$ cat src/hdl/sld_pkg.sv
// package of constants for the segment display driver control block
`default_nettype none
package sld_pkg;
  // ****************************************
  // control bit positions of the display control register image
  // ****************************************
  localparam int unsigned CTL_ON_BIT    = 0;
  localparam int unsigned CTL_DUTY_BIT  = 1;
  localparam int unsigned CTL_PUMP_BIT  = 2;
  localparam int unsigned CTL_TYPE_BIT  = 7;
  localparam logic [7:0]  CTL_RESET_VAL = 8'h00;
  localparam logic [7:0]  CTL_WR_MASK   = 8'h87;
  // ****************************************
  // timing
  // ****************************************
  localparam int unsigned SLOW_DIV      = 8;
  localparam int unsigned COM_MAX       = 3;
  localparam int unsigned COM_HALF      = 2;
  localparam int unsigned SYS_CLK_HZ    = 100_000_000;
  localparam int unsigned RST_DELAY_NS  = 1000;
  localparam int unsigned SETTLE_NS     = 1000;
  localparam int unsigned RST_HOLD_CYC  = ((RST_DELAY_NS + SETTLE_NS) * (SYS_CLK_HZ / 1_000_000) + 999) / 1000;
  // ****************************************
  // driver state
  // ****************************************
  typedef enum logic [1:0] {
    SLD_FLOAT = 2'b00,
    SLD_BLANK = 2'b01,
    SLD_DRIVE = 2'b11
  } sld_state_t;
endpackage
`default_nettype wire

$ cat src/hdl/sld_ctrl.sv
// segment display driver control, reset and waveform timing
`timescale 1ns/1ps
`default_nettype none
module sld_ctrl
  import sld_pkg::*;
#(
  parameter int unsigned SEG_N   = 21,
  parameter int unsigned HOLD_CYC = RST_HOLD_CYC
) (
  // clock and reset
  input  wire logic             CLK_SYS_I,
  input  wire logic             RST_B_I,
  // control register image
  input  wire logic             CTL_WE_I,
  input  wire logic [7:0]       CTL_WDATA_I,
  output var  logic [7:0]       CTL_RDATA_O,
  // power state and reset causes
  input  wire logic             SLEEP_I,
  input  wire logic             MCU_RST_I,
  input  wire logic             WDT_RST_I,
  input  wire logic             SLOW_CLK_I,
  // display memory write
  input  wire logic             MEM_WE_I,
  input  wire logic [4:0]       MEM_ADDR_I,
  input  wire logic [2:0]       MEM_WDATA_I,
  // panel lines, level 0 low 1 mid 2 high; oe low means driven
  output var  logic [2:0][1:0]  COM_LVL_O,
  output var  logic [2:0]       COM_OE_B_O,
  output var  logic [SEG_N-1:0][1:0] SEG_LVL_O,
  output var  logic [SEG_N-1:0] SEG_OE_B_O,
  output var  logic             SEG_X_LVL_HI_O,
  output var  logic             PUMP_ON_O,
  output var  logic             DRV_RST_O
);
  // elaboration checks: scan counter is five bits, hold counter sixteen
  if (SEG_N < 1 || SEG_N > 31) begin : g_seg_chk
    $error("segment count out of range");
  end
  if (HOLD_CYC < 1 || HOLD_CYC > 65535) begin : g_hold_chk
    $error("hold count out of range");
  end

  // ****************************************
  // control register
  // ****************************************
  logic [7:0] ctl_q, ctl_d;
  logic       on_w, duty_half_w, type_b_w;
  always_comb begin
    ctl_d = ctl_q;
    if (CTL_WE_I) begin
      ctl_d = CTL_WDATA_I & CTL_WR_MASK;  // unimplemented bits read zero
    end
  end
  always_ff @(posedge CLK_SYS_I) begin
    if (!RST_B_I) ctl_q <= CTL_RESET_VAL;
    else ctl_q <= ctl_d;
  end
  assign on_w        = ctl_q[CTL_ON_BIT];
  assign duty_half_w = ctl_q[CTL_DUTY_BIT];
  assign type_b_w    = ctl_q[CTL_TYPE_BIT];

  // ****************************************
  // slow clock pin sync, three stages
  // ****************************************
  logic [2:0] sync_q, sync_d;
  logic       slow_lvl_q, slow_lvl_d;
  logic       slow_rise_w;
  always_comb begin
    sync_d     = {sync_q[1:0], SLOW_CLK_I};
    slow_lvl_d = (sync_q[1] == sync_q[2]) ? sync_q[2] : slow_lvl_q;
  end
  always_ff @(posedge CLK_SYS_I) begin
    if (!RST_B_I) begin
      sync_q     <= 3'h0;
      slow_lvl_q <= 1'b0;
    end else begin
      sync_q     <= sync_d;
      slow_lvl_q <= slow_lvl_d;
    end
  end
  assign slow_rise_w = slow_lvl_d & ~slow_lvl_q;

  // ****************************************
  // reset and state: mcu reset floats while the display is on, otherwise blank or drive
  // ****************************************
  logic       mcu_rst_w, drv_rst_w;
  logic [15:0] hold_q, hold_d;
  sld_state_t st_q, st_d;
  // watchdog timeout while sleeping does not count as mcu reset
  assign mcu_rst_w = MCU_RST_I & ~(WDT_RST_I & SLEEP_I);
  assign drv_rst_w = ~on_w | SLEEP_I;
  always_comb begin
    hold_d = (hold_q != 16'h0000) ? hold_q - 16'h0001 : hold_q;
    if (mcu_rst_w) hold_d = 16'(HOLD_CYC);
    st_d = st_q;
    case (st_q)
      SLD_FLOAT: if (hold_d == 16'h0000) st_d = SLD_BLANK;
      SLD_BLANK: if (!drv_rst_w) st_d = SLD_DRIVE;
      SLD_DRIVE: if (drv_rst_w) st_d = SLD_BLANK;
      default:   st_d = SLD_FLOAT;
    endcase
    if (mcu_rst_w && on_w) st_d = SLD_FLOAT;
  end
  always_ff @(posedge CLK_SYS_I) begin
    if (!RST_B_I) begin
      hold_q <= 16'h0000;
      st_q   <= SLD_BLANK;
    end else begin
      hold_q <= hold_d;
      st_q   <= st_d;
    end
  end

  // ****************************************
  // frame timing: divide by eight, slot and phase
  // ****************************************
  logic [2:0] div_q, div_d;
  logic [1:0] slot_q, slot_d;
  logic       ph_q, ph_d, fr_q, fr_d;
  logic       tick_w, live_w;
  logic [1:0] ncom_w;
  assign live_w = (st_q == SLD_DRIVE);
  assign ncom_w = duty_half_w ? 2'(COM_HALF) : 2'(COM_MAX);
  assign tick_w = slow_rise_w && (div_q == 3'(SLOW_DIV - 1));
  always_comb begin
    div_d = div_q; slot_d = slot_q; ph_d = ph_q; fr_d = fr_q;
    if (!live_w) begin
      div_d = 3'h0; slot_d = 2'h0; ph_d = 1'b0; fr_d = 1'b0;
    end else if (CTL_WE_I && (ctl_d[CTL_DUTY_BIT] != duty_half_w)) begin
      // duty change restarts the frame so the slot never sits beyond the commons
      div_d = 3'h0; slot_d = 2'h0; ph_d = 1'b0; fr_d = 1'b0;
    end else if (slow_rise_w) begin
      div_d = div_q + 3'h1;
      if (tick_w) begin
        // type A flips polarity inside each slot, type B once per frame
        if (!type_b_w && !ph_q) ph_d = 1'b1;
        else begin
          ph_d = 1'b0;
          if (slot_q >= ncom_w - 2'h1) begin
            slot_d = 2'h0;
            fr_d   = ~fr_q;
          end else slot_d = slot_q + 2'h1;
        end
      end
    end
  end
  always_ff @(posedge CLK_SYS_I) begin
    if (!RST_B_I) begin
      div_q <= 3'h0; slot_q <= 2'h0; ph_q <= 1'b0; fr_q <= 1'b0;
    end else begin
      div_q <= div_d; slot_q <= slot_d; ph_q <= ph_d; fr_q <= fr_d;
    end
  end

  // ****************************************
  // display memory: one segment column per address, bit per common
  // ****************************************
  logic [4:0] scan_q, scan_d;
  logic [2:0] pix_w;
  logic [SEG_N-1:0][2:0] col_q, col_d;
  always_comb begin
    scan_d = (32'(scan_q) >= SEG_N) ? 5'h00 : scan_q + 5'h01;
    col_d  = col_q;
    if (32'(scan_q) >= 1 && 32'(scan_q) <= SEG_N) col_d[scan_q - 5'h01] = pix_w;
  end
  always_ff @(posedge CLK_SYS_I) begin
    if (!RST_B_I) begin
      scan_q <= 5'h00; col_q <= '0;
    end else begin
      scan_q <= scan_d; col_q <= col_d;
    end
  end
  sld_seg_mem #(.DEPTH(SEG_N + 1), .AW(5)) u_mem (
    .clk_i   (CLK_SYS_I),
    .we_i    (MEM_WE_I),
    .waddr_i (MEM_ADDR_I),
    .wdata_i (MEM_WDATA_I),
    .raddr_i (scan_q),
    .rdata_o (pix_w)
  );

  // ****************************************
  // line levels: mid for unselected, polarity swaps keep DC at zero
  // ****************************************
  logic       pol_w;
  logic       drive_nx_w;
  assign pol_w = type_b_w ? fr_q : ph_q;
  // levels follow the next state, so blanking lands together with the enables
  assign drive_nx_w = (st_d == SLD_DRIVE);
  function automatic logic [1:0] lvl(input logic hi);
    return hi ? 2'h2 : 2'h0;
  endfunction
  always_ff @(posedge CLK_SYS_I) begin
    if (!RST_B_I) begin
      COM_LVL_O <= '0; COM_OE_B_O <= '0; SEG_LVL_O <= '0; SEG_OE_B_O <= '0;
      SEG_X_LVL_HI_O <= 1'b0; PUMP_ON_O <= 1'b0; DRV_RST_O <= 1'b1;
    end else begin
      COM_OE_B_O <= {3{st_d == SLD_FLOAT}};
      SEG_OE_B_O <= {SEG_N{st_d == SLD_FLOAT}};
      for (int c = 0; c < COM_MAX; c++) begin
        if (!drive_nx_w) COM_LVL_O[c] <= 2'h0;
        else if (32'(c) >= 32'(ncom_w)) COM_LVL_O[c] <= lvl(~pol_w ^ col_q[0][c]);
        else if (slot_q == 2'(c)) COM_LVL_O[c] <= lvl(pol_w);
        else COM_LVL_O[c] <= 2'h1;
      end
      for (int s = 0; s < SEG_N; s++) begin
        SEG_LVL_O[s] <= drive_nx_w ? lvl(~pol_w ^ ~col_q[s][slot_q]) : 2'h0;
      end
      SEG_X_LVL_HI_O <= drive_nx_w & pol_w;
      PUMP_ON_O      <= ctl_q[CTL_PUMP_BIT];
      DRV_RST_O      <= drv_rst_w | mcu_rst_w;
    end
    CTL_RDATA_O <= RST_B_I ? ctl_d : CTL_RESET_VAL;
  end
endmodule // sld_ctrl
`default_nettype wire

$ cat src/hdl/sld_seg_mem.sv
// small display memory with registered read port
`timescale 1ns/1ps
`default_nettype none
module sld_seg_mem #(
  parameter int unsigned DEPTH = 22,
  parameter int unsigned AW    = 5
) (
  // clock
  input  wire logic          clk_i,
  // write port
  input  wire logic          we_i,
  input  wire logic [AW-1:0] waddr_i,
  input  wire logic [2:0]    wdata_i,
  // read port
  input  wire logic [AW-1:0] raddr_i,
  output var  logic [2:0]    rdata_o
);
  logic [2:0] mem_q [DEPTH];
  // elaboration check: every word must be reachable by the address
  if (DEPTH > (1 << AW)) begin : g_depth_chk
    $error("depth too big for address");
  end
  // ****************************************
  // storage, no reset: software fills it after power-up
  // ****************************************
  always_ff @(posedge clk_i) begin
    if (we_i && (32'(waddr_i) < DEPTH)) begin
      mem_q[waddr_i] <= wdata_i;
    end
    rdata_o <= (32'(raddr_i) < DEPTH) ? mem_q[raddr_i] : 3'h0;
  end
endmodule // sld_seg_mem
`default_nettype wire

$ cat config.mk
export PLATFORM = sky130hd
export DESIGN_NAME = sld_ctrl
export DESIGN_NICKNAME = d
export VERILOG_FILES = /design/src/hdl/sld_pkg.sv /design/src/hdl/sld_ctrl.sv /design/src/hdl/sld_seg_mem.sv
export SDC_FILE = /design/constraint.sdc
export NUM_CORES = 1
export LEC_CHECK = 0
export ABC_CLOCK_PERIOD_IN_PS = 3500
export BUFFER_PORTS_ARGS = -buffer_cell sky130_fd_sc_hd__buf_4
export CAP_MARGIN = 20
export CORE_ASPECT_RATIO = 2
export CORE_MARGIN = 2
export CORE_UTILIZATION = 35
export DETAILED_ROUTE_END_ITERATION = 12
export HOLD_SLACK_MARGIN = 0.06
export SETUP_SLACK_MARGIN = 0.15
export SLEW_MARGIN = 30
export SYNTH_ARGS = -nofsm -noshare
export SYNTH_HDL_FRONTEND = slang
export SYNTH_SLANG_ARGS = --single-unit
$ cat constraint.sdc
create_clock -name CLK_SYS_I -period 3.5 [get_ports CLK_SYS_I]
set_input_delay 0.525 -clock CLK_SYS_I [delete_from_list [all_inputs] [get_ports CLK_SYS_I]]
set_output_delay 0.525 -clock CLK_SYS_I [all_outputs]
set_load 0.005 [all_outputs]
==> results.md <==
- Outcome: finished clean
- Fill count: 2582
- Most numerous cell in the Yosys netlist: dfxtp_1
- Final net count: 949
- DR pass1 iterations: 4
- Vias per inst: ~4.8
- Largest net degree at the start of global routing: 51
- Worst path buffer plus inverter count: 1
- Simple-gate share of the synthesized area: 0.161
- GPL Wtd Cong: between 0.7 and 0.8
- Yosys warnings: 0
- Layout area overhead: 14.4%
- Commonest cells post-synth: 135 x dfxtp_1, 106 x nor2_1, 69 x mux2i_1, 66 x edfxtp_1, 56 x nand2_1
- GRT Util Overall: 0.136
- Clock Skew: 16.6 ps
- ANT nets after route: 0
- CP max FO: 11
- Postcts setup bufs: 0
- Die Y: approximately 230 µm
- Area share of xor/xnor cells in the synthesized design: 0.0372
- GRT busiest layer: met2
- Vias in the first global route: 5960
- Slew HR: 0.337
- Multiplexer share of the synthesized area: 0.117
- Initial antenna violation count: 0
- First-pass GRT wire length: 30000 µm
- Slowest stage delay, CP: 610 ps
- DRT iter0 DRCs: 198
- Leakage: between 3 and 4 nW
- Clk sinks: 201
- CTS tree: yes
- Worst Tran Pin Value: 994 ps
- Final Power: 5.88 mW
- Register bit total from synthesis: 201
- Starting Density: 0.356
- WL/cell: 14.9 µm
- Gate count of the mapped netlist: 874
- CP top delay family: compound AO/OA/AOI/OAI gates
- Clk buf depth: 3
- Worst hold path class: in2reg
- Pwr/cell area: 561 nW/µm²
- Global route overflow: 0
- # diodes: 0
- Core area: 25800 µm²
- Via count: 6059
- Final Cycle Share: 0.770
- IR Drop Worst-Case VDD: 0.277 mV
- Synth top area share: 0.295
- H-tree levels: 1
- Setup-failing EPs final: 0
- Critical path required time: 3880 ps
- Synth top area cells: dfxtp_1 29%, edfxtp_1 22%, mux2i_1 7.5%
- PortBufs: 77
- Synth Flop Type: dfxtp_1
- Final Critical Period: 2690 ps
- Largest family of logic cells by synthesized area: simple AND/OR/NAND/NOR gates
- Std cell rows: 83
- Synth Area in Compound Gates: 0.0832
- DIE WIDTH: between 100 and 150 µm
- DIE AREA: 27600 µm²
- Post-Syn Area: 9170 µm²
- Num CTS Buffers: 20
- Library cell with the largest summed area after synthesis: dfxtp_1
- Post-synth EDFFs: 66
- Place WS: roughly 740 ps
- Ys async rst share: 0
- Layout cells sized above 1: 0.168
- RSZ-0062 raised after global routing: false
- Max-cap violations: 0
- Critical Path AT: 3080 ps
- M3 GR Usage: 0.0184
- I/O Pins: 107
- Setup crit start kind: register
- Post-CTS sizing: 0
- Mean Syn Cell Area: 10.5 µm²
- CP Cell Sequence: ha_1, inv_1, a31oi_1, o211ai_1, nor3_2, mux2i_1, nor2b_1
- Max Clock Freq: 0.371 GHz
- Critical Path Sink Type: register
- Grt met1 use: 0.130
- Layout Utilization: 0.407
- Latest clock arrival within the worst-skew pair: 510 ps
- Clk pin slew, worst setup/hold paths: 60 ps
- Setup CP Type: reg2reg
- Post-synth cell types: 56
- Total negative slack: 0 ps
- Final hold slack: ~230 ps
- Hold Fails Final Rpt: 0
- Adder-cell share of the synthesized area: 0.0218
- HPWL Detailed: 13200 µm
- GR Util met2: 0.282
- Final Max Slew Viols: 0
- Hold_buf cts: 0
- CTS root buf: clkbuf_16
- Seq/Total Area, Yosys: 0.511
- Final worst setup slack: a little over 800 ps
- Routed WL: 18800 µm
- CP max stage cell: dfxtp_1
- DRC Markers: 0
[cell families (layout without fill, tap and decap cells)]
kind of cell,after synthesis,after routing
buf+inv,116,141
simple gates,290,290
mux,86,86
xor+xnor,39,39
other cells,1,25
compound gates,125,125
fa+ha+maj,16,16
flops,201,201
[layout by cell type (no fill, tap or decap), drive strengths merged, types with 3 or more instances in the layout]
cell	count
dfxtp	135
nor2	106
buf	91
mux2i	69
edfxtp	66
nand2	56
nor2b	46
o21ai	39
a21oi	35
xnor2	31
a21boi	28
clkbuf	26
conb	25
mux4	17
ha	16
inv	15
nor3	14
nand3	13
and2	9
xor2	8
nand2b	6
or3	6
nor4	6
o211ai	5
nor3b	5
clkinv	5
or2	4
nand4	4
and3	3
o31ai	3
bufinv	3
[cell type report]
| class | count | area [µm²] | area share |
|---|---|---|---|
| sequential | 201 | 4680 | 0.446 |
| multi-input combinational | 581 | 3970 | 0.378 |
| timing repair buffer | 91 | 703 | 0.0670 |
| clock buffer | 26 | 523 | 0.0498 |
| tap | 340 | 425 | 0.0405 |
| clock inverter | 10 | 135 | 0.0129 |
| inverter | 14 | 52.6 | 0.00501 |
[metrics by stage]
stage | cell area, µm² | std cells
6_report | 10500 | 1263
5_1_grt | 10500 | 1263
4_1_cts | 10500 | 1262
3_5_place_dp | 9820 | 1226
3_3_place_gp | 9810 | 1226
2_1_floorplan | 9260 | 898
[flip-flops by register name (all words and copies together), names as in the netlist, 4 cells and up]
signal and count:
COM_LVL_O 6, SEG_LVL_O 21, CTL_RDATA_O 4, hold_q 16
u_mem.mem_q 66, scan_q 5, col_q 63
[final timing paths]
kind	startpoint	to	slack, ps	cells after the start
max	scan_q[0]$_SDFF_PP0_	col_q[33]$_SDFFE_PN0P_	810	7
min	SLOW_CLK_I	sync_q[0]$_SDFF_PN0_	230	2
max reg2reg	scan_q[0]$_SDFF_PP0_	col_q[33]$_SDFFE_PN0P_	810	7
min reg2reg	sync_q[0]$_SDFF_PN0_	sync_q[1]$_SDFF_PN0_	440	1
[routing by layer]
layer | wire, µm | up-vias
met4 | 449 | 0
met2 | 10800 | 125
met3 | 729 | 29
met5 | 0 | -
met1 | 6840 | 2895
li1 | - | 3010
[worst register-to-register path, stage by stage (launching register included)]
cell,delay (ps)
dfxtp_1,610
ha_1,300
inv_1,90
a31oi_1,320
o211ai_1,400
nor3_2,540
mux2i_1,240
nor2b_1,70
[power breakdown]
part / total, mW / switching, mW / leakage (nW) / internal [mW]
combinational: 1.02 / 0.551 / 1.78 / 0.467
sequential: 2.70 / 0.186 / 1.69 / 2.51
clock: 2.17 / 0.885 / 0.314 / 1.28
No activity file was read; power rests on OpenSTA's default activity.
